===== src/cie_pkg.sv =====
// Constants, encodings and register map for the interrupt entry block.
// Assumes a 32-bit core on one clock with registers reached over AXI4-Lite.
package cie_pkg;
  localparam int unsigned AW = 8;
  // Register byte offsets
  localparam logic [AW-1:0] OFF_MSTATUS = 8'h00;
  localparam logic [AW-1:0] OFF_MEPC    = 8'h04;
  localparam logic [AW-1:0] OFF_MCAUSE  = 8'h08;
  localparam logic [AW-1:0] OFF_MTVEC   = 8'h0c;
  localparam logic [AW-1:0] OFF_MTVT    = 8'h10;
  localparam logic [AW-1:0] OFF_LEVEL   = 8'h14;
  localparam logic [AW-1:0] OFF_SUBMODE = 8'h18;
  localparam logic [AW-1:0] OFF_PRIV    = 8'h1c;
  // Field positions
  localparam int MIE_BIT        = 3;
  localparam int MPIE_BIT       = 7;
  localparam int MPP_LSB        = 11;
  localparam int CAUSE_PIL_LSB  = 16;
  localparam int CAUSE_MPIE_BIT = 27;
  localparam int CAUSE_MPP_LSB  = 28;
  localparam int CAUSE_HV_BIT   = 30;
  localparam int CAUSE_INT_BIT  = 31;
  localparam int LEVEL_LSB      = 24;
  localparam int SUBM_NOW_LSB   = 6;
  localparam int SUBM_PRIOR_LSB = 8;
  localparam int MTVEC_ALIGN    = 6;
  // Encodings
  localparam logic [1:0] PRIV_M         = 2'h3;
  localparam logic [1:0] PRIV_U         = 2'h0;
  localparam logic [1:0] MTVEC_MODE_LOC = 2'h3;
  localparam logic [1:0] RESP_OKAY      = 2'h0;
  localparam logic [1:0] RESP_SLVERR    = 2'h2;
  // Reset values
  localparam logic [1:0]  RST_PRIV  = PRIV_M;
  localparam logic [31:0] RST_MTVEC = 32'h0000_0000;
  typedef enum logic [1:0] {
    SUBM_NORMAL = 2'h0,
    SUBM_INT    = 2'h1,
    SUBM_EXC    = 2'h2,
    SUBM_NMI    = 2'h3
  } cie_subm_t;
  typedef enum logic [0:0] {
    FS_IDLE  = 1'h0,
    FS_FETCH = 1'h1
  } cie_fetch_t;
endpackage : cie_pkg


===== src/cie_csr_if.sv =====
// Register access path between the bus slave and the register file.
// Assumes one clock; strobes are single-cycle and read data is combinational.
interface cie_csr_if;
  logic          wr_en;
  logic [7:0]    wr_addr;
  logic [31:0]   wr_data;
  logic [3:0]    wr_strb;
  logic          wr_ok;
  logic [7:0]    rd_addr;
  logic [31:0]   rd_data;
  logic          rd_ok;
  modport slv  (output wr_en, wr_addr, wr_data, wr_strb, rd_addr,
                input wr_ok, rd_data, rd_ok);
  modport regs (input wr_en, wr_addr, wr_data, wr_strb, rd_addr,
                output wr_ok, rd_data, rd_ok);
endinterface : cie_csr_if


===== src/cie_axil_slave.sv =====
// AXI4-Lite slave that turns bus transfers into register strobes.
// Assumes the register side answers reads and decodes combinationally.
module cie_axil_slave
  import cie_pkg::*;
(
  input  wire logic                  aclk,
  input  wire logic                  aresetn,
  input  wire logic                  ce,
  input  wire logic [cie_pkg::AW-1:0] s_axil_awaddr,
  input  wire logic                  s_axil_awvalid,
  output logic                       s_axil_awready,
  input  wire logic [31:0]           s_axil_wdata,
  input  wire logic [3:0]            s_axil_wstrb,
  input  wire logic                  s_axil_wvalid,
  output logic                       s_axil_wready,
  output logic [1:0]                 s_axil_bresp,
  output logic                       s_axil_bvalid,
  input  wire logic                  s_axil_bready,
  input  wire logic [cie_pkg::AW-1:0] s_axil_araddr,
  input  wire logic                  s_axil_arvalid,
  output logic                       s_axil_arready,
  output logic [31:0]                s_axil_rdata,
  output logic [1:0]                 s_axil_rresp,
  output logic                       s_axil_rvalid,
  input  wire logic                  s_axil_rready,
  cie_csr_if.slv                     csr
);
  typedef struct packed {
    logic          awh;
    logic [AW-1:0] awaddr;
    logic          wh;
    logic [31:0]   wdata;
    logic [3:0]    wstrb;
    logic          aw_rdy;
    logic          w_rdy;
    logic          ar_rdy;
    logic          bvalid;
    logic [1:0]    bresp;
    logic          rvalid;
    logic [31:0]   rdata;
    logic [1:0]    rresp;
  } cie_slv_st_t;

  cie_slv_st_t st_ff;
  cie_slv_st_t nxt_st;

  // Write fires once both halves are held, so address and data may come in either order
  assign csr.wr_en   = st_ff.awh && st_ff.wh && !st_ff.bvalid;
  assign csr.wr_addr = st_ff.awaddr;
  assign csr.wr_data = st_ff.wdata;
  assign csr.wr_strb = st_ff.wstrb;
  assign csr.rd_addr = s_axil_araddr;

  always_comb begin
    nxt_st = st_ff;
    if (s_axil_awvalid && st_ff.aw_rdy) begin
      nxt_st.awh    = 1'b1;
      nxt_st.awaddr = s_axil_awaddr;
    end
    if (s_axil_wvalid && st_ff.w_rdy) begin
      nxt_st.wh    = 1'b1;
      nxt_st.wdata = s_axil_wdata;
      nxt_st.wstrb = s_axil_wstrb;
    end
    if (st_ff.bvalid && s_axil_bready) begin
      nxt_st.bvalid = 1'b0;
    end
    if (csr.wr_en) begin
      nxt_st.bvalid = 1'b1;
      nxt_st.bresp  = csr.wr_ok ? RESP_OKAY : RESP_SLVERR;
      nxt_st.awh    = 1'b0;
      nxt_st.wh     = 1'b0;
    end
    if (st_ff.rvalid && s_axil_rready) begin
      nxt_st.rvalid = 1'b0;
    end
    if (s_axil_arvalid && st_ff.ar_rdy) begin
      nxt_st.rvalid = 1'b1;
      nxt_st.rdata  = csr.rd_ok ? csr.rd_data : 32'h0000_0000;
      nxt_st.rresp  = csr.rd_ok ? RESP_OKAY : RESP_SLVERR;
    end
    nxt_st.aw_rdy = !nxt_st.awh && !nxt_st.bvalid;
    nxt_st.w_rdy  = !nxt_st.wh && !nxt_st.bvalid;
    nxt_st.ar_rdy = !nxt_st.rvalid;
  end

  always_ff @(posedge aclk) begin
    if (!aresetn) begin
      st_ff <= '0;
    end else if (ce) begin
      st_ff <= nxt_st;
    end
  end

  assign s_axil_awready = st_ff.aw_rdy;
  assign s_axil_wready  = st_ff.w_rdy;
  assign s_axil_bvalid  = st_ff.bvalid;
  assign s_axil_bresp   = st_ff.bresp;
  assign s_axil_arready = st_ff.ar_rdy;
  assign s_axil_rvalid  = st_ff.rvalid;
  assign s_axil_rdata   = st_ff.rdata;
  assign s_axil_rresp   = st_ff.rresp;
endmodule : cie_axil_slave


===== src/cie_preempt_gate.sv =====
// Decides whether the offered controller interrupt may be taken now.
// Assumes the controller already offers its single best candidate.
module cie_preempt_gate (
  input  wire logic       loc_mode,
  input  wire logic       mie,
  input  wire logic       busy,
  input  wire logic       irq_valid,
  input  wire logic [7:0] irq_level,
  input  wire logic [7:0] active_int_level,
  output logic            take
);
  logic level_ok;

  // A nested interrupt must outrank the one in service; equal levels wait
  assign level_ok = (active_int_level == 8'h00) || (irq_level > active_int_level);
  assign take     = loc_mode && mie && !busy && irq_valid && level_ok;
endmodule : cie_preempt_gate


===== src/cie_int_entry.sv =====
// Interrupt entry and return state for the local-controller mode of the core.
// Assumes core-side inputs share aclk; vector table words arrive on the vec_rsp port.
module cie_int_entry
  import cie_pkg::*;
(
  input  wire logic                  aclk,
  input  wire logic                  aresetn,
  input  wire logic                  ce,
  input  wire logic [cie_pkg::AW-1:0] s_axil_awaddr,
  input  wire logic                  s_axil_awvalid,
  output logic                       s_axil_awready,
  input  wire logic [31:0]           s_axil_wdata,
  input  wire logic [3:0]            s_axil_wstrb,
  input  wire logic                  s_axil_wvalid,
  output logic                       s_axil_wready,
  output logic [1:0]                 s_axil_bresp,
  output logic                       s_axil_bvalid,
  input  wire logic                  s_axil_bready,
  input  wire logic [cie_pkg::AW-1:0] s_axil_araddr,
  input  wire logic                  s_axil_arvalid,
  output logic                       s_axil_arready,
  output logic [31:0]                s_axil_rdata,
  output logic [1:0]                 s_axil_rresp,
  output logic                       s_axil_rvalid,
  input  wire logic                  s_axil_rready,
  input  wire logic                  irq_valid,
  input  wire logic [11:0]           irq_id,
  input  wire logic [7:0]            irq_level,
  input  wire logic                  irq_shv,
  output logic                       irq_ack,
  input  wire logic [31:0]           cur_pc,
  input  wire logic                  mret_req,
  output logic                       redirect_valid,
  output logic [31:0]                redirect_pc,
  output logic                       vec_req,
  output logic [31:0]                vec_addr,
  input  wire logic                  vec_rsp_valid,
  input  wire logic [31:0]           vec_rsp_data,
  input  wire logic                  vec_rsp_err,
  output logic                       iaf_exc,
  output logic [1:0]                 priv_mode,
  output logic [1:0]                 machine_submode_now,
  output logic [7:0]                 active_int_level
);
  import cie_pkg::*;

  typedef struct packed {
    logic [31:0] mstatus;
    logic [31:0] mepc;
    logic [11:0] exccode;
    logic        cause_int;
    logic        minhv;
    logic [7:0]  prior_int_level;
    logic [31:0] mtvec;
    logic [31:0] mtvt;
    logic [7:0]  act_lvl;
    cie_subm_t   subm_now;
    cie_subm_t   machine_submode_prior;
    logic [1:0]  priv;
    cie_fetch_t  fst;
    logic        vreq;
    logic [31:0] vaddr;
    logic        ack;
    logic        redir_v;
    logic [31:0] redir_pc;
    logic        iaf;
  } cie_core_st_t;

  localparam logic [31:0] MSTATUS_WMASK = 32'h0000_1888;

  cie_core_st_t st_ff;
  cie_core_st_t nxt_st;
  cie_csr_if    csr ();
  logic         take;
  logic         loc_mode;
  logic [31:0]  cause_view;
  logic [31:0]  cause_wr;
  logic [31:0]  mepc_q;

  function automatic logic [31:0] wmerge(input logic [31:0] old_v,
                                          input logic [31:0] new_v,
                                          input logic [3:0]  strb);
    logic [31:0] r;
    r = old_v;
    for (int b = 0; b < 4; b++) begin
      if (strb[b]) begin
        r[b*8 +: 8] = new_v[b*8 +: 8];
      end
    end
    return r;
  endfunction : wmerge

  cie_axil_slave u_slave (
    .aclk           (aclk),
    .aresetn        (aresetn),
    .ce             (ce),
    .s_axil_awaddr  (s_axil_awaddr),
    .s_axil_awvalid (s_axil_awvalid),
    .s_axil_awready (s_axil_awready),
    .s_axil_wdata   (s_axil_wdata),
    .s_axil_wstrb   (s_axil_wstrb),
    .s_axil_wvalid  (s_axil_wvalid),
    .s_axil_wready  (s_axil_wready),
    .s_axil_bresp   (s_axil_bresp),
    .s_axil_bvalid  (s_axil_bvalid),
    .s_axil_bready  (s_axil_bready),
    .s_axil_araddr  (s_axil_araddr),
    .s_axil_arvalid (s_axil_arvalid),
    .s_axil_arready (s_axil_arready),
    .s_axil_rdata   (s_axil_rdata),
    .s_axil_rresp   (s_axil_rresp),
    .s_axil_rvalid  (s_axil_rvalid),
    .s_axil_rready  (s_axil_rready),
    .csr            (csr.slv)
  );

  assign loc_mode = (st_ff.mtvec[1:0] == MTVEC_MODE_LOC);

  // The gate relies on the controller already offering its best source
  cie_preempt_gate u_gate (
    .loc_mode         (loc_mode),
    .mie              (st_ff.mstatus[MIE_BIT]),
    .busy             ((st_ff.fst != FS_IDLE) || mret_req),
    .irq_valid        (irq_valid),
    .irq_level        (irq_level),
    .active_int_level (st_ff.act_lvl),
    .take             (take)
  );

  // Previous enable and privilege live only in mstatus, so both views agree
  assign cause_view = {st_ff.cause_int, st_ff.minhv, st_ff.mstatus[MPP_LSB +: 2],
                       st_ff.mstatus[MPIE_BIT], 3'h0, st_ff.prior_int_level, 4'h0,
                       st_ff.exccode};
  assign cause_wr   = wmerge(cause_view, csr.wr_data, csr.wr_strb);

  always_comb begin
    csr.rd_ok   = 1'b1;
    csr.rd_data = 32'h0000_0000;
    if (csr.rd_addr == OFF_MSTATUS) begin
      csr.rd_data = st_ff.mstatus;
    end else if (csr.rd_addr == OFF_MEPC) begin
      csr.rd_data = st_ff.mepc;
    end else if (csr.rd_addr == OFF_MCAUSE) begin
      csr.rd_data = cause_view;
    end else if (csr.rd_addr == OFF_MTVEC) begin
      csr.rd_data = st_ff.mtvec;
    end else if (csr.rd_addr == OFF_MTVT) begin
      csr.rd_data = st_ff.mtvt;
    end else if (csr.rd_addr == OFF_LEVEL) begin
      csr.rd_data = {st_ff.act_lvl, 24'h00_0000};
    end else if (csr.rd_addr == OFF_SUBMODE) begin
      csr.rd_data = {22'h00_0000, st_ff.machine_submode_prior, st_ff.subm_now, 6'h00};
    end else if (csr.rd_addr == OFF_PRIV) begin
      csr.rd_data = {30'h0000_0000, st_ff.priv};
    end else begin
      csr.rd_ok = 1'b0;
    end
  end

  // Level, sub-mode now and privilege ignore software writes, which are still answered OKAY
  assign csr.wr_ok = (csr.wr_addr == OFF_MSTATUS) || (csr.wr_addr == OFF_MEPC)
                  || (csr.wr_addr == OFF_MCAUSE)  || (csr.wr_addr == OFF_MTVEC)
                  || (csr.wr_addr == OFF_MTVT)    || (csr.wr_addr == OFF_LEVEL)
                  || (csr.wr_addr == OFF_SUBMODE) || (csr.wr_addr == OFF_PRIV);

  always_comb begin
    nxt_st         = st_ff;
    nxt_st.ack     = 1'b0;
    nxt_st.redir_v = 1'b0;
    nxt_st.iaf     = 1'b0;
    // Software first, so a same-cycle hardware event overrides it
    if (csr.wr_en) begin
      if (csr.wr_addr == OFF_MSTATUS) begin
        nxt_st.mstatus = wmerge(st_ff.mstatus, csr.wr_data, csr.wr_strb) & MSTATUS_WMASK;
      end else if (csr.wr_addr == OFF_MEPC) begin
        nxt_st.mepc = wmerge(st_ff.mepc, csr.wr_data, csr.wr_strb);
      end else if (csr.wr_addr == OFF_MCAUSE) begin
        nxt_st.cause_int                = cause_wr[CAUSE_INT_BIT];
        nxt_st.minhv                    = cause_wr[CAUSE_HV_BIT];
        nxt_st.mstatus[MPP_LSB +: 2]    = cause_wr[CAUSE_MPP_LSB +: 2];
        nxt_st.mstatus[MPIE_BIT]        = cause_wr[CAUSE_MPIE_BIT];
        nxt_st.prior_int_level          = cause_wr[CAUSE_PIL_LSB +: 8];
        nxt_st.exccode                  = cause_wr[11:0];
      end else if (csr.wr_addr == OFF_MTVEC) begin
        nxt_st.mtvec = wmerge(st_ff.mtvec, csr.wr_data, csr.wr_strb);
      end else if (csr.wr_addr == OFF_MTVT) begin
        nxt_st.mtvt = wmerge(st_ff.mtvt, csr.wr_data, csr.wr_strb);
      end else if (csr.wr_addr == OFF_SUBMODE) begin
        nxt_st.machine_submode_prior = csr.wr_strb[1]
          ? cie_subm_t'(csr.wr_data[SUBM_PRIOR_LSB +: 2])
          : st_ff.machine_submode_prior;
      end
    end
    case (st_ff.fst)
      FS_IDLE: begin
        if (mret_req) begin
          nxt_st.mstatus[MIE_BIT]     = st_ff.mstatus[MPIE_BIT];
          nxt_st.mstatus[MPIE_BIT]    = 1'b1;
          nxt_st.priv                 = st_ff.mstatus[MPP_LSB +: 2];
          nxt_st.mstatus[MPP_LSB +: 2] = PRIV_U;
          nxt_st.redir_v              = 1'b1;
          nxt_st.redir_pc             = st_ff.mepc;
          if (loc_mode) begin
            nxt_st.act_lvl  = st_ff.prior_int_level;
            nxt_st.subm_now = st_ff.machine_submode_prior;
          end
        end else if (take) begin
          // Every entry effect lands on the same edge
          nxt_st.ack                   = 1'b1;
          nxt_st.mepc                  = cur_pc;
          nxt_st.exccode               = irq_id;
          nxt_st.cause_int             = 1'b1;
          nxt_st.mstatus[MPIE_BIT]     = st_ff.mstatus[MIE_BIT];
          nxt_st.mstatus[MIE_BIT]      = 1'b0;
          nxt_st.mstatus[MPP_LSB +: 2] = st_ff.priv;
          nxt_st.priv                  = PRIV_M;
          nxt_st.machine_submode_prior = st_ff.subm_now;
          nxt_st.subm_now              = SUBM_INT;
          nxt_st.prior_int_level       = st_ff.act_lvl;
          nxt_st.act_lvl               = irq_level;
          if (irq_shv) begin
            // Branch waits for the table word
            nxt_st.minhv = 1'b1;
            nxt_st.fst   = FS_FETCH;
            nxt_st.vreq  = 1'b1;
            nxt_st.vaddr = st_ff.mtvt + {18'h0_0000, irq_id, 2'h0};
          end else begin
            nxt_st.redir_v  = 1'b1;
            nxt_st.redir_pc = {st_ff.mtvec[31:MTVEC_ALIGN], 6'h00};
          end
        end
      end
      FS_FETCH: begin
        if (vec_rsp_valid) begin
          nxt_st.fst  = FS_IDLE;
          nxt_st.vreq = 1'b0;
          if (vec_rsp_err) begin
            // minhv stays set so the fault handler can see the cause
            nxt_st.iaf = 1'b1;
          end else begin
            nxt_st.minhv    = 1'b0;
            nxt_st.redir_v  = 1'b1;
            nxt_st.redir_pc = vec_rsp_data;
          end
        end
      end
      default: begin
        nxt_st.fst = FS_IDLE;
      end
    endcase
  end

  always_ff @(posedge aclk) begin
    if (!aresetn) begin
      st_ff       <= '0;
      st_ff.priv  <= RST_PRIV;
      st_ff.mtvec <= RST_MTVEC;
    end else if (ce) begin
      st_ff <= nxt_st;
    end
  end

  assign irq_ack             = st_ff.ack;
  assign redirect_valid      = st_ff.redir_v;
  assign redirect_pc         = st_ff.redir_pc;
  assign vec_req             = st_ff.vreq;
  assign vec_addr            = st_ff.vaddr;
  assign iaf_exc             = st_ff.iaf;
  assign priv_mode           = st_ff.priv;
  assign machine_submode_now = st_ff.subm_now;
  assign active_int_level    = st_ff.act_lvl;

  assign mepc_q = st_ff.mepc;
endmodule : cie_int_entry


===== config.mk =====
export PLATFORM = sky130hd
export DESIGN_NAME = cie_int_entry
export DESIGN_NICKNAME = d
export VERILOG_FILES = /design/src/cie_pkg.sv /design/src/cie_csr_if.sv /design/src/cie_axil_slave.sv /design/src/cie_preempt_gate.sv /design/src/cie_int_entry.sv
export SDC_FILE = /design/constraint.sdc
export NUM_CORES = 1
export LEC_CHECK = 0
export ABC_CLOCK_PERIOD_IN_PS = 6100
export BUFFER_PORTS_ARGS = -buffer_cell sky130_fd_sc_hd__buf_2
export CORE_MARGIN = 2
export CORE_UTILIZATION = 25
export CTS_CLUSTER_SIZE = 12
export DETAILED_ROUTE_END_ITERATION = 12
export MAX_ROUTING_LAYER = met4
export PLACE_DENSITY = 0.39
export RECOVER_POWER = 100
export SLEW_MARGIN = 20
export SYNTH_ARGS = -nofsm -noshare
export SYNTH_HDL_FRONTEND = slang
export SYNTH_SLANG_ARGS = --single-unit
export TNS_END_PERCENT = 5

===== constraint.sdc =====
create_clock -name aclk -period 6.1 [get_ports aclk]
set_clock_uncertainty 0.05 [all_clocks]
set_input_delay 1.22 -clock aclk [delete_from_list [all_inputs] [get_ports aclk]]
set_output_delay 1.22 -clock aclk [all_outputs]
set_load 0.01 [all_outputs]

==> flow_metrics.env <==
export IMPL_synth_warnings=0
export IMPL_period_minus_slack_ns=4.92
export IMPL_ff2ff_setup_slack_ns=1.67
export IMPL_synth_most_common_cell="dfxtp_1"
export IMPL_power_switching_mw=1.16
export IMPL_placementRows=90
export IMPL_tritoncts="done"
export IMPL_cts_buffer_depth=3
export IMPL_crit_slowest_cell="clkbuf_1"
export IMPL_fin_util_pct=28.9
export IMPL_period_share_pct=80.7
export IMPL_vdd_drop_max_v=0.000170
export IMPL_seq_area_frac_synth_pct=38.1
export IMPL_seq_power_share_pct=42.6
export IMPL_chipHeight_um=251
export IMPL_busiest_layer="met2"
export IMPL_ys_types=82
export IMPL_hold_class="reg -> reg"
export IMPL_path_cells="clkbuf_1, clkbuf_1, nand3_1, or3_1, o2111a_1"
export IMPL_synth_common_cells="dfxtp_1 (290), nand2_1 (285), a21oi_1 (196)"
export IMPL_drv_cap=6
export IMPL_violations="max-capacitance violations, max-slew violations"
export IMPL_max_slew_margin_pct=-39.1
export IMPL_core_sq_mm=0.0602
export IMPL_initial_core_util_pct=25.3
export IMPL_rsz0062_at_grt="no"
export IMPL_hold_violations=0
export IMPL_slew_viol_final=181
export IMPL_intPower_mw=3.42
export IMPL_drc_errors=0
export IMPL_antenna_found_initial=5
export IMPL_routed_wl_mm=71.1
export IMPL_track_usage_pct=22.4
export IMPL_synth_area_per_cell_sq_um=8.21
export IMPL_areaGrowthSynthToFinish_pct=14.2
export IMPL_cts_root_buf="clkbuf_16"
export IMPL_p_sw_share_pct=25.4
export IMPL_synth_edf_count=0
export IMPL_io_pins=270
export IMPL_cts_resized=0
export IMPL_max_freq_mhz=203
export IMPL_setup_viol=0
export IMPL_first_iter_violations=1147
export IMPL_dieArea_sq_mm=0.0629
export IMPL_synth_cells=1855
export IMPL_met1_usage_pct=27.9
export IMPL_p_clk_share_pct=50.9
export IMPL_firstDrtPassIters=5
export IMPL_drt_vias_per_instance=5.35
export IMPL_synth_seq_cells=290
export IMPL_yosys_area_top_type="dfxtp_1"
export IMPL_combPwrFrac_pct=6.5
export IMPL_grt_overflow_total=0
export IMPL_setup_tns_ns=0
export IMPL_nets=2103
export IMPL_clkTransAtPathRegs_ns=0.06
export IMPL_synth_area_leaders="dfxtp_1 (38%), nand2_1 (7.0%), a21oi_1 (6.4%)"
export IMPL_ys_flop_type="dfxtp_1"
export IMPL_routabilityCongestion=0.914
export IMPL_netlist_area_sq_mm=0.0152
export IMPL_start_kind="input pin"
export IMPL_status="finished, violations left"
export IMPL_arrival_ns=5.32
export IMPL_grt_pass1_vias=14121
export IMPL_cts_setup_buffers=0
export IMPL_h_tree_depth=2
export IMPL_cp_max_fo=36
export IMPL_clock_sinks=290
export IMPL_ant_nets=0
export IMPL_synth_top_cell_area_share_pct=38.1
export IMPL_drt_wirelength_per_cell_um=25.9
export IMPL_drive_gt1_share_pct=13.7
export IMPL_grt_pass1_wl_mm=101
export IMPL_die_x_um=251
export IMPL_worst_pin_slew_ns=2.09
export IMPL_required_ns=6.50
export IMPL_max_stage_delay_ns=1.57
export IMPL_insertion_delay_ns=0.57
export IMPL_vias=14670
export IMPL_p_leak_nw=5.57
export IMPL_crit_top_cell="clkbuf_1"
export IMPL_hpwl_mm=52.9
export IMPL_port_buffers=267
export IMPL_criticalPathCategory="in -> reg"
export IMPL_endpoint_kind="flop"
export IMPL_ys_async_sr_fraction_pct=0
export IMPL_grt_max_degree=118
export IMPL_use_met2_pct=36.9
export IMPL_postCtsHoldBufs=0
export IMPL_cts_buffers=37
export IMPL_grtUsageMet3_pct=3.84
export IMPL_power_density_mw_per_mm2=264
critical path: cells and delay by family:
kind / cells / cell delay (ns)
AND/OR/NAND/NOR: 2 / 1.16
buffers and inverters: 2 / 2.79
AO/OA/AOI/OAI: 1 / 0.14
layout make-up:
cell class,instances,area [sq um]
Fill cell,6510,42900
Sequential cell,290,5810
Clock buffer,54,1050
Antenna cell,1,2.50
Multi-Input combinational cell,1261,7740
Clock inverter,12,198
Tap cell,782,978
Timing Repair Buffer,301,1450
Inverter,42,163
power by group through the flow:
stage / clock, mW / combinational [mW] / sequential, mW
after floorplan: 0 / 0.173 / 1.98
after global placement: 0 / 0.304 / 2.00
after detailed placement: 0 / 0.305 / 2.00
after CTS: 2.38 / 0.307 / 1.95
after global routing: 2.45 / 0.321 / 1.96
final: 2.33 / 0.298 / 1.95
cells by family after synthesis:
kind of cell,count (synthesis),share of synthesized area [%]
AO/OA/AOI/OAI,606,27.8
AND/OR/NAND/NOR,589,18.6
buffers and inverters,305,11.0
flip-flops,290,38.1
XOR/XNOR,26,1.50
adder cells (fa/ha/maj),21,1.78
multiplexers,17,1.18
other,1,0.0246
cell usage in the layout, fill, tap and decap left out, drive strengths merged, types with 62 or more instances in the layout:
master and count:
a211oi 80, a21oi 202, buf 175, clkbuf 180, dfxtp 290, nand2 285, nand3 64, nor2 62
o21ai 76, or3 62
metal layers:
| layer | wire length, um | part of all wire, % |
|---|---|---|
| met2 | 34100 | 48 |
| met4 | 2260 | 3.2 |
| met3 | 4210 | 5.9 |
| met5 | 0 | 0 |
| met1 | 30600 | 43 |
worst paths after layout:
path | from | endpoint | cells after the start
setup / recovery | ce | mepc_q[24]$_SDFFE_PN0P_ | 5
hold reg to reg | cause_view[31]$_SDFFE_PN0P_ | cause_view[31]$_SDFFE_PN0P_ | 2
hold / removal | cause_view[31]$_SDFFE_PN0P_ | cause_view[31]$_SDFFE_PN0P_ | 2
setup reg to reg | active_int_level[1]$_SDFFE_PN0P_ | cause_view[18]$_SDFFE_PN0P_ | 9
registers in the layout (all words and copies together), names as in the netlist, 8 cells and up:
register              cells
u_slave.csr.wr_addr       8
u_slave.csr.wr_data      32
u_slave.s_axil_rdata     32
active_int_level          8
st_ff                    68
redirect_pc              32
cause_view               25
vec_addr                 32
mepc_q                   32
metrics by stage:
stage	cell area (sq um)	cells	hold slack [ns]	total power, mW	setup slack, ns
after floorplan	15200	1856	0.373	2.15	2.77
after global placement	16300	2676	0.391	2.30	1.83
after detailed placement	16300	2676	0.390	2.30	1.73
after CTS	17600	2742	0.400	4.64	2.34
after global routing	17400	2743	0.439	4.73	1.06
final	17400	2743	0.402	4.59	1.18
Power figures use the tool's default switching activity.
